## src/logic/pss_pkg.sv

```systemverilog
package pss_pkg;

  localparam int PSS_DATA_W = 32;
  localparam int PSS_REG_W = 16;
  localparam int PSS_IDX_W = 8;

  // register indices; byte address is four times the index
  localparam logic [PSS_IDX_W-1:0] IDX_BASIC_STATUS = 8'h01;
  localparam logic [PSS_IDX_W-1:0] IDX_AN_EXPANSION = 8'h06;
  localparam logic [PSS_IDX_W-1:0] IDX_SUMMARY = 8'h10;
  localparam logic [PSS_IDX_W-1:0] IDX_FALSE_CARRIER = 8'h14;
  localparam logic [PSS_IDX_W-1:0] IDX_RX_ERROR_CNT = 8'h15;
  localparam logic [PSS_IDX_W-1:0] IDX_SIGNAL_QUAL = 8'h16;
  localparam logic [PSS_IDX_W-1:0] IDX_PHY_CONTROL = 8'h19;
  localparam logic [PSS_IDX_W-1:0] IDX_TENBASE_STATUS = 8'h1A;
  localparam logic [PSS_IDX_W-1:0] IDX_IRQ_STATUS = 8'h1C;
  localparam logic [PSS_IDX_W-1:0] IDX_IRQ_MASK = 8'h1D;

  // summary register bit positions
  localparam int BIT_CROSSOVER = 14;
  localparam int BIT_RX_ERROR = 13;
  localparam int BIT_POLARITY = 12;
  localparam int BIT_FALSE_CARRIER = 11;
  localparam int BIT_SIGNAL_DETECT = 10;
  localparam int BIT_DESCR_LOCK = 9;
  localparam int BIT_PAGE_RX = 8;
  localparam int BIT_REMOTE_FAULT = 6;
  localparam int BIT_JABBER = 5;
  localparam int BIT_AN_COMPLETE = 4;
  localparam int BIT_LOOPBACK = 3;
  localparam int BIT_DUPLEX = 2;
  localparam int BIT_SPEED_10 = 1;
  localparam int BIT_LINK = 0;
  localparam logic [PSS_REG_W-1:0] SUMMARY_RSVD_MASK = 16'h8080;
  localparam logic [PSS_REG_W-1:0] SUMMARY_RESET = 16'h0000;

  // control fields
  localparam int BIT_CROSSOVER_ENABLE = 15;
  localparam int BIT_CROSSOVER_FORCE = 14;
  localparam int BIT_SIGNAL_QUAL_EN = 8;
  localparam logic [PSS_REG_W-1:0] PHY_CONTROL_RESET = 16'h8000;
  localparam logic [PSS_REG_W-1:0] SIGNAL_QUAL_RESET = 16'h0000;

  // interrupt event bits
  localparam int EV_RX_ERROR = 0;
  localparam int EV_FALSE_CARRIER = 1;
  localparam int EV_PAGE_RX = 2;
  localparam int EV_REMOTE_FAULT = 3;
  localparam int EV_LINK_CHANGE = 4;
  localparam int PSS_N_EV = 5;
  localparam logic [PSS_N_EV-1:0] IRQ_RESET = 5'h00;

  // live status from the transceiver core, all levels
  typedef struct packed {
    logic crossover_swapped;
    logic rx_error;
    logic polarity_inverted;
    logic false_carrier;
    logic raw_signal_detect;
    logic descrambler_lock;
    logic page_received;
    logic remote_fault;
    logic jabber;
    logic an_complete;
    logic loopback;
    logic full_duplex;
    logic speed_10;
    logic link_up;
  } pss_phy_in_t;

  typedef enum logic [1:0] {
    PSS_IDLE = 2'b01,
    PSS_ACCESS = 2'b10
  } pss_state_t;

endpackage

```

## src/logic/pss_phy_status_summary.sv

```systemverilog
`timescale 1ns/100ps

// Behaviour
// RL1 - summary register sits at index 10h, 16 bits, read-only
// RL2 - bits 15 and 7 read zero, writes to them ignored
// RL3 - bit 14 reads 1 when pairs swapped, 0 when normal
// RL4 - crossover bit follows enable/force control, live when enabled not forced
// RL5 - bit 13 latches receive error, cleared by reading receive error counter 15h
// RL6 - bit 12 mirrors polarity latch, cleared by 10BASE status read only
// RL7 - bit 11 latches false carrier, cleared by reading false carrier counter 14h
// RL8 - bit 10 latched-low signal detect, qualified by lock when 16h bit 8 set
// RL9 - bit 9 latched-low descrambler lock
// RL10 - bit 8 page received, cleared by expansion register 06h read, not summary
// RL11 - bit 6 remote fault, cleared by basic status 01h read or reset
// RL12 - bit 0 mirrors link status, not cleared by summary read
// RL13 - bit 1 reads 1 for 10 Mb/s, 0 for 100 Mb/s
// RL14 - bit 2 reads 1 for full duplex, 0 for half
// RL15 - bit 4 set once auto-negotiation complete, else 0
// RL16 - latched-low bits hold zero until next summary read, then reload live
module pss_phy_status_summary
  import pss_pkg::*;
#(
  parameter int ADDR_W = 12
) (
  input wire logic pclk,
  input wire logic presetn,
  input wire logic ce,
  input wire logic psel,
  input wire logic penable,
  input wire logic pwrite,
  input wire logic [ADDR_W-1:0] paddr,
  input wire logic [PSS_DATA_W-1:0] pwdata,
  input wire logic [3:0] pstrb,
  output logic [PSS_DATA_W-1:0] prdata,
  output logic pready,
  output logic pslverr,
  input wire pss_phy_in_t phy_in,
  output logic irq
);

  localparam int IN_W = $bits(pss_phy_in_t);
  localparam int WI_W = ADDR_W - 2;

  // index compare needs room for every 8-bit index
  if (ADDR_W < PSS_IDX_W + 2 || ADDR_W > PSS_DATA_W) begin : g_bad_addr_w
    $error("ADDR_W out of range");
  end

  // two-stage synchroniser per status bit; stage one feeds stage two only
  logic [IN_W-1:0] sync_a;
  logic [IN_W-1:0] sync_b;
  genvar gi;
  generate
    for (gi = 0; gi < IN_W; gi++) begin : g_sync
      always_ff @(posedge pclk or negedge presetn) begin
        if (!presetn) begin
          sync_a[gi] <= 1'b0;
          sync_b[gi] <= 1'b0;
        end else if (ce) begin
          sync_a[gi] <= phy_in[gi];
          sync_b[gi] <= sync_a[gi];
        end
      end
    end
  endgenerate

  pss_phy_in_t live;
  assign live = pss_phy_in_t'(sync_b);

  // apb decode
  pss_state_t state;
  pss_state_t next_state;
  logic [WI_W-1:0] word_idx;
  logic setup;
  logic fire;
  logic rd_fire;
  logic wr_fire;
  assign word_idx = paddr[ADDR_W-1:2];
  // a setup missed while frozen is taken at the next enabled edge, so data is never stale
  assign setup = psel && (state == PSS_IDLE);
  // no waits of its own; ce low stretches the access phase
  assign pready = ce && (state == PSS_ACCESS);
  assign fire = psel && penable && ce && (state == PSS_ACCESS);
  assign rd_fire = fire && !pwrite;
  assign wr_fire = fire && pwrite;

  function automatic logic hit(input logic [PSS_IDX_W-1:0] idx);
    hit = (paddr[1:0] == 2'b00) && (word_idx == WI_W'(idx));
  endfunction

  logic hit_basic, hit_expansion, hit_summary, hit_false_carrier, hit_rx_error;
  logic hit_signal_qual, hit_control, hit_tenbase, hit_irq_status, hit_irq_mask, mapped;
  assign hit_basic = hit(IDX_BASIC_STATUS);
  assign hit_expansion = hit(IDX_AN_EXPANSION);
  assign hit_summary = hit(IDX_SUMMARY);
  assign hit_false_carrier = hit(IDX_FALSE_CARRIER);
  assign hit_rx_error = hit(IDX_RX_ERROR_CNT);
  assign hit_signal_qual = hit(IDX_SIGNAL_QUAL);
  assign hit_control = hit(IDX_PHY_CONTROL);
  assign hit_tenbase = hit(IDX_TENBASE_STATUS);
  assign hit_irq_status = hit(IDX_IRQ_STATUS);
  assign hit_irq_mask = hit(IDX_IRQ_MASK);
  assign mapped = hit_basic || hit_expansion || hit_summary || hit_false_carrier ||
                  hit_rx_error || hit_signal_qual || hit_control || hit_tenbase ||
                  hit_irq_status || hit_irq_mask;

  // read side effects happen only at the completing edge
  logic clr_basic, clr_expansion, clr_false_carrier, clr_rx_error, clr_tenbase;
  logic rd_summary, rd_irq_status;
  assign clr_basic = rd_fire && hit_basic;
  assign clr_expansion = rd_fire && hit_expansion;
  assign clr_false_carrier = rd_fire && hit_false_carrier;
  assign clr_rx_error = rd_fire && hit_rx_error;
  assign clr_tenbase = rd_fire && hit_tenbase;
  assign rd_summary = rd_fire && hit_summary;
  assign rd_irq_status = rd_fire && hit_irq_status;

  // transfer phase tracking
  always_comb begin
    next_state = state;
    case (state)
      PSS_IDLE: begin
        if (setup) begin
          next_state = PSS_ACCESS;
        end
      end
      PSS_ACCESS: begin
        if (fire) begin
          next_state = PSS_IDLE;
        end
      end
      default: begin
        next_state = PSS_IDLE;
      end
    endcase
  end

  always_ff @(posedge pclk or negedge presetn) begin
    if (!presetn) begin
      state <= PSS_IDLE;
    end else if (ce) begin
      state <= next_state;
    end
  end

  // software control registers, byte lanes honoured
  logic [PSS_REG_W-1:0] phy_control;
  logic [PSS_REG_W-1:0] signal_qual;
  logic [PSS_N_EV-1:0] irq_mask;
  always_ff @(posedge pclk or negedge presetn) begin
    if (!presetn) begin
      phy_control <= PHY_CONTROL_RESET;
      signal_qual <= SIGNAL_QUAL_RESET;
      irq_mask <= IRQ_RESET;
    end else if (wr_fire) begin
      if (hit_control) begin
        if (pstrb[0]) phy_control[7:0] <= pwdata[7:0];
        if (pstrb[1]) phy_control[15:8] <= pwdata[15:8];
      end
      if (hit_signal_qual) begin
        if (pstrb[0]) signal_qual[7:0] <= pwdata[7:0];
        if (pstrb[1]) signal_qual[15:8] <= pwdata[15:8];
      end
      if (hit_irq_mask && pstrb[0]) begin
        irq_mask <= pwdata[PSS_N_EV-1:0];
      end
    end
  end

  // latched-high bits: a set in the clearing cycle wins
  logic rx_err_lat, false_carrier_lat, polarity_lat, page_lat, remote_fault_lat, jabber_lat;
  always_ff @(posedge pclk or negedge presetn) begin
    if (!presetn) begin
      rx_err_lat <= 1'b0;
      false_carrier_lat <= 1'b0;
      polarity_lat <= 1'b0;
      page_lat <= 1'b0;
      remote_fault_lat <= 1'b0;
      jabber_lat <= 1'b0;
    end else if (ce) begin
      // RL5 receive error latch
      rx_err_lat <= live.rx_error || (rx_err_lat && !clr_rx_error);
      // RL7 false carrier latch
      false_carrier_lat <= live.false_carrier || (false_carrier_lat && !clr_false_carrier);
      // RL6 polarity latch
      polarity_lat <= live.polarity_inverted || (polarity_lat && !clr_tenbase);
      // RL10 page received latch
      page_lat <= live.page_received || (page_lat && !clr_expansion);
      // RL11 remote fault latch
      remote_fault_lat <= live.remote_fault || (remote_fault_lat && !clr_basic);
      jabber_lat <= live.jabber || (jabber_lat && !clr_basic);
    end
  end

  // latched-low bits: zero sticks until the summary is read
  logic qual_signal_detect;
  logic signal_detect_lat;
  logic lock_lat;
  // RL8 qualify detect with lock on request
  assign qual_signal_detect = live.raw_signal_detect &&
                              (live.descrambler_lock || !signal_qual[BIT_SIGNAL_QUAL_EN]);
  always_ff @(posedge pclk or negedge presetn) begin
    if (!presetn) begin
      signal_detect_lat <= 1'b0;
      lock_lat <= 1'b0;
    end else if (ce) begin
      // RL16 reload live on summary read
      signal_detect_lat <= rd_summary ? qual_signal_detect :
                           (signal_detect_lat && qual_signal_detect);
      // RL9 lock latched low
      lock_lat <= rd_summary ? live.descrambler_lock : (lock_lat && live.descrambler_lock);
    end
  end

  // crossover: off when disabled, swapped when forced, else live
  logic crossover_bit;
  // RL4 enable and force steer
  assign crossover_bit = phy_control[BIT_CROSSOVER_ENABLE] &&
                         (phy_control[BIT_CROSSOVER_FORCE] || live.crossover_swapped);

  // summary word assembly
  logic [PSS_REG_W-1:0] summary;
  always_comb begin
    summary = SUMMARY_RESET;
    // RL3 pair assignment
    summary[BIT_CROSSOVER] = crossover_bit;
    summary[BIT_RX_ERROR] = rx_err_lat;
    summary[BIT_POLARITY] = polarity_lat;
    summary[BIT_FALSE_CARRIER] = false_carrier_lat;
    summary[BIT_SIGNAL_DETECT] = signal_detect_lat;
    summary[BIT_DESCR_LOCK] = lock_lat;
    summary[BIT_PAGE_RX] = page_lat;
    summary[BIT_REMOTE_FAULT] = remote_fault_lat;
    summary[BIT_JABBER] = jabber_lat;
    // RL15 negotiation complete
    summary[BIT_AN_COMPLETE] = live.an_complete;
    summary[BIT_LOOPBACK] = live.loopback;
    // RL14 duplex
    summary[BIT_DUPLEX] = live.full_duplex;
    // RL13 speed
    summary[BIT_SPEED_10] = live.speed_10;
    // RL12 link mirror
    summary[BIT_LINK] = live.link_up;
    // RL2 reserved bits zero
    summary = summary & ~SUMMARY_RSVD_MASK;
  end

  // interrupt events: rising edges of the synchronised levels, either edge of link for link change
  logic [PSS_N_EV-1:0] ev_level;
  logic [PSS_N_EV-1:0] ev_prev;
  logic [PSS_N_EV-1:0] ev_pulse;
  logic [PSS_N_EV-1:0] irq_status;
  logic link_prev;
  always_comb begin
    ev_level = '0;
    ev_level[EV_RX_ERROR] = live.rx_error;
    ev_level[EV_FALSE_CARRIER] = live.false_carrier;
    ev_level[EV_PAGE_RX] = live.page_received;
    ev_level[EV_REMOTE_FAULT] = live.remote_fault;
    ev_level[EV_LINK_CHANGE] = 1'b0;
  end
  always_comb begin
    ev_pulse = ev_level & ~ev_prev;
    ev_pulse[EV_LINK_CHANGE] = live.link_up ^ link_prev;
  end

  // only bits already reported by this read are cleared
  always_ff @(posedge pclk or negedge presetn) begin
    if (!presetn) begin
      ev_prev <= IRQ_RESET;
      link_prev <= 1'b0;
      irq_status <= IRQ_RESET;
    end else if (ce) begin
      ev_prev <= ev_level;
      link_prev <= live.link_up;
      irq_status <= ev_pulse |
                    (irq_status & ~(rd_irq_status ? prdata[PSS_N_EV-1:0] : IRQ_RESET));
    end
  end

  assign irq = |(irq_status & irq_mask);

  // read data captured in the setup cycle, held through the access phase
  logic [PSS_REG_W-1:0] rd_word;
  always_comb begin
    rd_word = '0;
    if (hit_summary) begin
      rd_word = summary;
    end else if (hit_control) begin
      rd_word = phy_control;
    end else if (hit_signal_qual) begin
      rd_word = signal_qual;
    end else if (hit_irq_status) begin
      rd_word = {{(PSS_REG_W-PSS_N_EV){1'b0}}, irq_status};
    end else if (hit_irq_mask) begin
      rd_word = {{(PSS_REG_W-PSS_N_EV){1'b0}}, irq_mask};
    end
  end

  always_ff @(posedge pclk or negedge presetn) begin
    if (!presetn) begin
      prdata <= '0;
      pslverr <= 1'b0;
    end else if (ce && setup) begin
      // RL1 summary at its index
      prdata <= pwrite ? '0 : {{(PSS_DATA_W-PSS_REG_W){1'b0}}, rd_word};
      pslverr <= !mapped;
    end
  end
endmodule

```

## config.mk

```make
export PLATFORM = sky130hd
export DESIGN_NAME = pss_phy_status_summary
export DESIGN_NICKNAME = d
export VERILOG_FILES = /design/src/logic/pss_pkg.sv /design/src/logic/pss_phy_status_summary.sv
export SDC_FILE = /design/constraint.sdc
export NUM_CORES = 1
export LEC_CHECK = 0
export BUFFER_PORTS_ARGS = -buffer_cell sky130_fd_sc_hd__buf_2
export CAP_MARGIN = 20
export CORE_ASPECT_RATIO = 0.6
export CORE_MARGIN = 1.5
export CORE_UTILIZATION = 25
export DETAILED_ROUTE_END_ITERATION = 8
export GPL_TIMING_DRIVEN = 0
export PLACE_DENSITY_LB_ADDON = 0.05
export REMOVE_ABC_BUFFERS = 1
export SYNTH_ARGS = -nofsm -noshare
export SYNTH_HDL_FRONTEND = slang
export SYNTH_SLANG_ARGS = --single-unit
```

## constraint.sdc

```tcl
create_clock -name pclk -period 1.92 [get_ports pclk]
set_input_delay 0.384 -clock pclk [delete_from_list [all_inputs] [get_ports pclk]]
set_output_delay 0.384 -clock pclk [all_outputs]
set_load 0.01 [all_outputs]
```

# Yosys cells after proc, flatten, opt, wreduce, memory -nomap -nowiden
# Cells that the tools add are included.
# word_totals
regBits,118
# op_classes
n_bitwise,7
mux,12
reduce_logical,69
eq_ne,14
# op_table
cell,n
== test 10 x 5 -> 1 bit (second input constant),8
2-to-1 mux 16 bit,4
logical AND 1 bit,36
logical OR 1 bit,17
2-to-1 mux 5 bit,3
AND reduction 3 bit,5
AND 5 bit,2
== test 10 x 1 -> 1 bit (second input constant),1
== test 10 x 3 -> 1 bit (second input constant),1
zero test 1 bit,8
inverter 5 bit,1
OR 5 bit,1
OR reduction 5 bit,1
AND 4 bit,1
2-to-1 mux 2 bit,2
!= test 2 bit (second input constant),2
inverter 4 bit,1
one-hot mux 2 bit (2 select lines),1
== test 2 x 1 -> 1 bit (second input constant),1
== test 2 bit (second input constant),1
zero test 2 bit,1
2-to-1 mux 1 bit,2
AND reduction 2 bit,1
XOR 1 bit,1

# Logic depth before layout (Yosys ltp)
# Gate-level depths: netlist (run 1).
# logic_depth
word_depth,12
ltp_mapped,7

# Least setup slack after synthesis (run 1)
# OpenSTA, ideal clock, no wires.
# synth_timing
path_kind,input port to flip-flop
start,input paddr[4]
end,register prdata[10]
setup_slack_ps,-126
arrival_time_ps,1960
t_required_ps,1834
cell_stages,7
cell_sequence,buf_6 > or4b_1 > or2_1 > buf_6 > or3_1 > buf_6 > o221ai_2
# synth_via
elab_chain_len,6
# synth_rtl
item,line,rtl
from (decl),pss_phy_status_summary.sv:31,"input wire logic [ADDR_W-1:0] paddr,"
== test 10 x 5 -> 1 bit,pss_phy_status_summary.sv:88,hit = (paddr[1:0] == 2'b00) && (word_idx == WI_W'(idx));
logical AND 1 bit,pss_phy_status_summary.sv:88,
2-to-1 mux 16 bit,pss_phy_status_summary.sv:291,end else if (hit_signal_qual) begin
2-to-1 mux 16 bit,pss_phy_status_summary.sv:289,end else if (hit_control) begin
2-to-1 mux 16 bit *,pss_phy_status_summary.sv:287,if (hit_summary) begin
2-to-1 mux 16 bit *,pss_phy_status_summary.sv:306,"prdata <= pwrite ? '0 : {{(PSS_DATA_W-PSS_REG_W){1'b0}}, rd_word};"
to (signal assigned),pss_phy_status_summary.sv:306,
to (decl),pss_phy_status_summary.sv:34,"output logic [PSS_DATA_W-1:0] prdata,"
# Every way passes the cells marked *; elsewhere a longest branch is shown, timed or not.
# A chain may end at the register's enable or synchronous reset.

# Final worst setup path (run 1)
# layout_timing
start,input paddr[2]
end,register signal_qual[0]
# layout_via
elab_chain_len,3
# layout_rtl
item,line,rtl
== test 10 x 5 -> 1 bit,pss_phy_status_summary.sv:88,
logical AND 1 bit,pss_phy_status_summary.sv:88,
AND reduction 3 bit (no line),-,
to (signal assigned),pss_phy_status_summary.sv:161,if (pstrb[0]) signal_qual[7:0] <= pwdata[7:0];
to (decl),pss_phy_status_summary.sv:148,logic [PSS_REG_W-1:0] signal_qual;
# Every way passes these cells.

==> impl_metrics.ini, run 1 <==
[logic_synthesis]
syn_avg_cell_area_sq_um = 12.2
synthSimpleGateAreaFrac = 0.128
synth_cell_types = 57
synth_area_sq_um = 4810
synth_top_family_by_area = multiplexers
yosys_warnings = 0
synth_compound_area_frac = 0.112
synth_ff_type = dfrtp_1
ys_seq_elements = 102
async_reset_ff_frac = 1.00
synth_edf_count = 0
synthCells = 395
synthXorXnorAreaFrac = 0.00364
synth.area.mux_share = 0.165
synth_seq_area_share = 0.531
synth_fa_ha_area_frac = 0

[placement]
dp_cells = 694
place_congestion = 0.705
port_buffers = 68
post-dp-hpwl_mm = 9.82
place_area_sq_um = 5380

[worst_setup_path]
critical_path.reg2reg.startpoint = state[0]
r2r-end = prdata[14]
cp_max_fo = 18
start_kind = input port
cp-end-kind = flop
criticalPathCategory = input port to flop
r2r_cells = 5
r2r_setup_slack_ps = 160
cp_cell_sequence = buf_4 > or4b_4 > nor2_4 > buf_6 > nand4_4 > mux2_2
cp_slowest_cell = or4b_4
cpPeakStageDelay_ps = 590
critPathRequiredTime_ps = 2140
arrival_ps = 2090

[layout]
final_common_cell = dfrtp_1
diodes = 0
fin_area_sq_um = 5900
finalNonFillerCells = 717
area_growth_pct = 22.6
nNetsFinal = 534
drive_above_1_share = 0.420
final_cell_mix = dfrtp_1, mux2_2, buf_2, nand2_1, inv_1

[timing]
period_minus_slack_ps = 1870
rsz0062_at_grt = false
fin_crit_sh = 0.975
max_freq_mhz = 534
finalMaxSlewViolations = 0
setup-violations-final = 0
fin_worst_skew_ps = 6.67
finalHoldViolations = 0
max-slew-margin-rel = 0.610
tns_ps = 0
worst_slew_pin_slew_ps = 586

[cts]
htreeDepth = 3
clockBufferDepth = 2
cts_num_sinks = 102
cts_tree = done
cts_root_buffer = clkbuf_16
cts_hold_buf = 0
clk_latency_ps = 340
path_clk_slew_ps = 70
cts_buffers = 9

[global_routing]
grt_pass1_vias = 3535
antenna_found_initial = 0
grt_pass1_wl_mm = 22.2
grt_remaining_overflow = 0
grt_max_degree = 66
grtUsageTotal = 0.147

[floorplanning]
dieArea_sq_um = 20100
die_x_microns = 182
initial_core_util = 0.254
fp.dieH_microns = 110
io_pins = 103
fp.coreArea_sq_um = 18900
rows = 39

[route]
dr.pass1.iters = 4
first_iter_violations = 183
wl_per_cell_microns = 19.5
ant_nets = 0
vias = 3361
via_per_inst = 4.69
wl_mm = 14.0
drc = 0

[run]
drv_cap = 0

[worst_hold_path]
holdCritPathClass = input port to asynchronous set/reset pin

[power]
power_density_nw_per_um2 = 800
ir_drop_mv = 0.358
leakage_uw = 0.00263

[status]
status = finished, final reports clean
synth_stat cells (6+ instances only):
| cell type | number | share of area |
|---|---|---|
| nor3_1 | 15 | 0.016 |
| a22oi_1 | 8 | 0.012 |
| o31ai_1 | 6 | 0.0094 |
| o21ai_0 | 9 | 0.0094 |
| clkbuf_1 | 9 | 0.0070 |
| nand4_1 | 7 | 0.0091 |
| inv_1 | 17 | 0.013 |
| o221ai_2 | 7 | 0.022 |
| nand2_1 | 23 | 0.018 |
| dfrtp_1 | 100 | 0.52 |
| buf_4 | 17 | 0.027 |
| or3_1 | 10 | 0.013 |
| mux2_2 | 66 | 0.15 |
| a21oi_1 | 11 | 0.011 |
| a22o_1 | 6 | 0.011 |
| nor4_1 | 6 | 0.0078 |
| nor2_1 | 8 | 0.0062 |
critical path: cells and delay by family:
kind                   cells  cell delay, ps
AND/OR/NAND/NOR            3             980
buffers and inverters      2             370
multiplexers               1             350
worst max-delay path by stage:
stage          startpoint                to  slack [ps]  cells after the start
3_3_place_gp           ce         prdata[7]       -2250                      5
3_5_place_dp           ce        prdata[15]       -1170                      7
5_1_grt                ce  remote_fault_lat           8                      6
6_report         paddr[2]    signal_qual[0]          50                      6
2_1_floorplan    paddr[1]    phy_control[0]        -380                      4
4_1_cts          paddr[5]    phy_control[7]           3                      5
registers in the layout, summed over array words and instances, names as in the netlist:
name / count
signal_detect_lat: 1
rx_err_lat: 1
signal_qual: 16
prdata: 16
ev_level: 4
irq_status: 5
page_lat: 1
sync_a: 14
ev_prev: 4
irq_mask: 5
live: 10
phy_control: 16
link_prev: 1
jabber_lat: 1
state: 2
remote_fault_lat: 1
polarity_lat: 1
false_carrier_lat: 1
lock_lat: 1
pslverr: 1
per-stage QoR:
step | power [uW] | worst slack, ps | hold slack (ps) | util
2_1_floorplan | 2560 | -380 | 88.4 | -
3_3_place_gp | 2800 | -2250 | 427 | 0.279
3_5_place_dp | 2830 | -1170 | 403 | 0.284
4_1_cts | 4810 | 2.73 | 33.3 | 0.311
5_1_grt | 4950 | 7.69 | 44.9 | 0.312
6_report | 4720 | 48.1 | 21.2 | 0.312
per-layer routing:
layer | up-vias | part of all wire | track usage
met2 | 85 | 0.43 | 0.218
li1 | 1572 | - | -
met5 | - | 0 | 0
met4 | 0 | 0.0062 | 0.0287
met1 | 1696 | 0.51 | 0.220
met3 | 8 | 0.055 | 0.0297
final cells by class:
| type | instances | area [sq um] |
|---|---|---|
| Tap cell | 246 | 308 |
| Inverter | 17 | 63.8 |
| Clock inverter | 4 | 55.1 |
| Timing Repair Buffer | 80 | 504 |
| Fill cell | 1917 | 13000 |
| Clock buffer | 12 | 256 |
| Multi-Input combinational cell | 256 | 2160 |
| Sequential cell | 102 | 2550 |
report_power, final:
part	total [uW]	switching (uW)	internal, uW	leakage, uW
Sequential	2340	83.9	2260	0.00128
Combinational	466	270	196	0.00120
Clock	1910	821	1090	0.000149
timing repair:
item,in CTS,in global routing
pin swaps,5,2
endpoints found under the setup margin,65,40
buffers inserted,7,0
resized for setup,28,5
cell families (layout without fill, tap and decap cells):
family,after synthesis,in the layout
compound gates,68,68
xor+xnor,2,2
buf+inv,52,113
flops,102,102
mux,71,71
other cells,1,16
simple gates,99,99
Note: power is estimated with default switching activity, not from simulation.
==> run 2, diff against run 1 <==
Settings changed: CORE_UTILIZATION 25 to 49.
==> run 2 against run 1 <==
  * Clock skew about the same
  * Setup slack worse by 13 ps
  * Utilization is 30 points higher
  * Routed wire length fell by 18%
  * Clock-buffer cell count decreased by 3
  * Final area shrank 3.6%
  * Critical path type unchanged
  * Highest routed layer unchanged
  * Register-to-register slack worse by 60 ps
  * Clock power fell by 9.9%
  * Sequential power hardly changed
  * Sequential share of layout area increased by 1.6 points
==> impl_metrics.ini, run 2 (synthesis results as in run 1) <==
[timing]
period_minus_slack_ps = 1890
fin_worst_skew_ps = 6.99
worst_slew_pin_slew_ps = 554
max-slew-margin-rel = 0.630
tns_ps = 0
rsz0062_at_grt = true
finalMaxSlewViolations = 0
max_freq_mhz = 530
finalHoldViolations = 0
setup-violations-final = 0
fin_crit_sh = 0.982

[worst_setup_path]
cp_max_fo = 9
start_kind = input port
r2r_cells = 5
critical_path.reg2reg.startpoint = state[0]
r2r-end = prdata[13]
critPathRequiredTime_ps = 2170
r2r_setup_slack_ps = 100
criticalPathCategory = input port to flop
cp-end-kind = flop
arrival_ps = 2140

[global_routing]
grt_pass1_vias = 3434
grtUsageTotal = 0.237
grt_pass1_wl_mm = 18.2
antenna_found_initial = 0
grt_max_degree = 62
grt_remaining_overflow = 0

[floorplanning]
io_pins = 103
dieArea_sq_um = 10400
initial_core_util = 0.514
fp.coreArea_sq_um = 9360
die_x_microns = 131
fp.dieH_microns = 79.8
rows = 27

[cts]
cts_tree = done
cts_root_buffer = clkbuf_16
htreeDepth = 3
clk_latency_ps = 340
path_clk_slew_ps = 70
cts_buffers = 9
clockBufferDepth = 2
cts_num_sinks = 102

[route]
drc = 0
ant_nets = 0
wl_mm = 11.4
wl_per_cell_microns = 19.0
dr.pass1.iters = 4
vias = 3423
via_per_inst = 5.69
first_iter_violations = 287

[worst_hold_path]
holdCritPathClass = input port to asynchronous set/reset pin

[placement]
place_congestion = 0.806
post-dp-hpwl_mm = 7.90
place_area_sq_um = 5190
port_buffers = 68

[status]
status = finished, final reports clean

[layout]
diodes = 0
reg.largest.list = phy_control x16, prdata x16, signal_qual x16
final_util = 0.608
fin_area_sq_um = 5690
drive_above_1_share = 0.424
final_cell_mix = dfrtp_1, mux2_2, buf_2, nand2_1, inv_1
nNetsFinal = 535
area_growth_pct = 18.2
final_common_cell = dfrtp_1

[power]
power.internal_uw = 3350
p_seq_frac = 0.520
clkPwrFrac = 0.383
switching_power_uw = 1160
finalPower_uw = 4500
leakage_uw = 0.00261
power_density_nw_per_um2 = 791
p_sw_frac = 0.257
combPwrFrac = 0.097
ir_drop_mv = 0.476

[run]
drv_cap = 0
[run 2: how the worst max path moves through the flow]
stage	to	slack, ps	startpoint
after floorplan	phy_control[0]	-380	paddr[1]
after global placement	prdata[15]	-1790	ce
after detailed placement	prdata[7]	-1430	ce
after CTS	prdata[13]	-2	paddr[4]
after global routing	prdata[13]	-20	paddr[1]
final	prdata[13]	30	paddr[1]
[run 2: layout make-up]
| class | count | area [sq um] |
|---|---|---|
| flip-flops and latches | 102 | 2550 |
| well taps | 130 | 163 |
| multi-input cells | 256 | 2150 |
| clock inverters | 7 | 56.3 |
| clock buffers | 9 | 225 |
| repair buffers | 81 | 477 |
| inverters | 17 | 63.8 |
| fillers | 784 | 3670 |
[run 2: stage by stage]
stage | hold WS [ps] | worst slack, ps | cells
final | 23.8 | 34.7 | 602
after global routing | 54.7 | -23.2 | 602
after floorplan | 88.4 | -380 | 375
after global placement | 425 | -1790 | 573
after CTS | 39.2 | -1.57 | 601
after detailed placement | 411 | -1430 | 575
[run 2: timing repair]
item                       4_1_cts  5_1_grt
cloned                           0        0
hold buffers                     0        0
setup endpoints to repair       69       35
buffers inserted                10        1
gates resized for setup         20        8
pin swaps                        4        3
[run 2: worst max-delay path, cell delays in order]
cell,delay (ps)
buf_2,100
or3_4,420
nor4b_4,260
buf_4,220
buf_4,190
nand3_2,280
o221ai_2,280
[run 2: power by group through the flow]
stage                     registers (uW)  logic, uW  clock network [uW]
after detailed placement            2380        414                   0
after floorplan                     2350        210                   0
after CTS                           2340        436                1760
final                               2340        439                1720
after global routing                2360        489                1860
after global placement              2370        387                   0
[run 2: layer usage]
metal,vias up,share of wire,GRT usage
met2,127,0.45,0.352
met5,-,0,0
met4,0,0.012,0.0648
met3,16,0.064,0.0570
met1,1712,0.47,0.347
li1,1568,-,-
==> run 3, diff against run 2 <==
Settings changed: ABC_AREA set to 1, CORE_UTILIZATION 49 to 45.
==> run 3 against run 2 <==
  * Synthesized area up 5.5%
  * Clock skew up 3.5 ps
  * Combinational power down 10%
  * Non-clock buffer count down 6
  * Utilization down 6.9 points
  * Sequential share of layout area down 0.92 points
  * Worst hold slack worse by 23 ps
  * Sequential power down 3%
  * Setup slack better by 98 ps
==> impl_metrics.ini, run 3 <==
[worst_hold_path]
holdCritPathClass = input port to asynchronous set/reset pin

[route]
via_per_inst = 4.87
wl_per_cell_microns = 13.4
first_iter_violations = 255
vias = 4050
ant_nets = 0
drc = 0
wl_mm = 11.1
dr.pass1.iters = 5

[floorplanning]
fp.dieH_microns = 85.3
rows = 29
initial_core_util = 0.471
io_pins = 103
die_x_microns = 140
dieArea_sq_um = 12000
fp.coreArea_sq_um = 10800

[layout]
nNetsFinal = 755
reg.largest.list = phy_control x16, prdata x16, signal_qual x16
final_cell_mix = nand2_1, dfrtp_1, buf_2, inv_1, nor2_1
diodes = 0
area_growth_pct = 14.4
fin_area_sq_um = 5810
final_common_cell = nand2_1
final_util = 0.539
drive_above_1_share = 0.240

[cts]
htreeDepth = 3
clockBufferDepth = 2
cts_root_buffer = clkbuf_16
cts_num_sinks = 102
clk_latency_ps = 350
cts_tree = done
cts_buffers = 9
path_clk_slew_ps = 60

[timing]
fin_worst_skew_ps = 10.5
rsz0062_at_grt = false
holdWs_ps = 0.928
fin_crit_sh = 0.931
finalMaxSlewViolations = 0
max-slew-margin-rel = 0.663
worst_slew_pin_slew_ps = 506
tns_ps = 0
finalHoldViolations = 0
setup-violations-final = 0
period_minus_slack_ps = 1790
max_freq_mhz = 559

[global_routing]
grt_pass1_wl_mm = 18.6
grtUsageTotal = 0.202
grt_pass1_vias = 3853
grt_remaining_overflow = 0
grt_max_degree = 68
antenna_found_initial = 0

[worst_setup_path]
cp_max_fo = 40
start_kind = input port
cp-end-kind = output port
criticalPathCategory = input port to output port
arrival_ps = 1400
critPathRequiredTime_ps = 1540

[power]
ir_drop_mv = 0.420
leakage_uw = 0.00320
power_density_nw_per_um2 = 753
finalPower_uw = 4370

[run]
drv_cap = 0

[placement]
port_buffers = 68
place_area_sq_um = 5460
post-dp-hpwl_mm = 8.21
place_congestion = 0.830

[logic_synthesis]
synth_edf_count = 0
synth.most_common_cell = nand2_1
synth_seq_area_share = 0.503
yosys.area.top_type = dfrtp_1
syn_avg_cell_area_sq_um = 8.22
synth_ff_type = dfrtp_1
ys_seq_elements = 102
synth_cell_types = 32
yosys_warnings = 0
synth_area_sq_um = 5080
async_reset_ff_frac = 1.00
yosysTopAreaCellShare = 0.493
synthTopCellsByArea = dfrtp_1, nand2_1, o21ai_2
synth_top_cells_by_count = nand2_1, dfrtp_1, inv_1, nor2_1, o21ai_2
synthCells = 618

[status]
status = finished, final reports clean
[run 3: changes by cell type after synthesis, moves of 14 or more]
cell     before  now
nand2_1      23  240
mux2_2       66    0
nand3_1       4   25
o21ai_2       0   32
o21ai_0       9   23
inv_1        17   60
nor3_1       15    1
nor2_1        8   41
[run 3: worst paths after layout]
path	start	endpoint	slack [ps]	cells after the start
max in group asynchronous	presetn	sync_a[3]	1230	2
min in group pclk	phy_in[5]	sync_a[5]	230	3
max reg2reg	state[0]	prdata[3]	180	10
max	ce	pready	130	4
min	presetn	sync_a[9]	0.9	1
min reg2reg	ev_prev[1]	irq_status[1]	450	1
[run 3: layout make-up]
class | instances | area (sq um)
Fill cell | 1033 | 4970
Sequential cell | 102 | 2550
Multi-Input combinational cell | 432 | 2100
Timing Repair Buffer | 75 | 438
Inverter | 67 | 259
Clock buffer | 11 | 243
Tap cell | 139 | 174
Clock inverter | 5 | 35.0
[run 3: critical path: stages]
cell	delay [ps]
buf_4	350
clkinv_4	330
nor2_1	190
buf_2	150
[run 3: what timing repair did]
action / 4_1_cts / 5_1_grt
resized for setup: 6 / 0
pin swaps: 2 / 1
hold buffers: 0 / 0
endpoints found under the setup margin: 58 / 5
buffers inserted: 3 / 2
[run 3: stage by stage]
stage,setup WS [ps],instances
after floorplan,-67.6,601
after global placement,-1520,808
after detailed placement,-1160,810
after CTS,37.0,829
after global routing,1.01,831
final,132,831
[run 3: metal layers]
layer,global-route usage,vias to the layer above,routed length [microns]
met5,0,-,0
met4,0.0517,0,119
met3,0.0508,9,648
met2,0.310,116,4820
met1,0.288,1901,5520
li1,-,2024,-
[run 3: power breakdown]
group / internal, uW / total (uW) / switching [uW] / leakage, uW
registers: 2240 / 2280 / 45.0 / 0.00131
logic: 128 / 393 / 265 / 0.00176
clock network: 915 / 1700 / 783 / 0.000135
[run 3: logic make-up after synthesis]
family,after synthesis,synth area share
AO/OA/AOI/OAI,72,0.0954
buffers and inverters,99,0.0966
flip-flops,102,0.503
other,1,0.000739
AND/OR/NAND/NOR,344,0.304
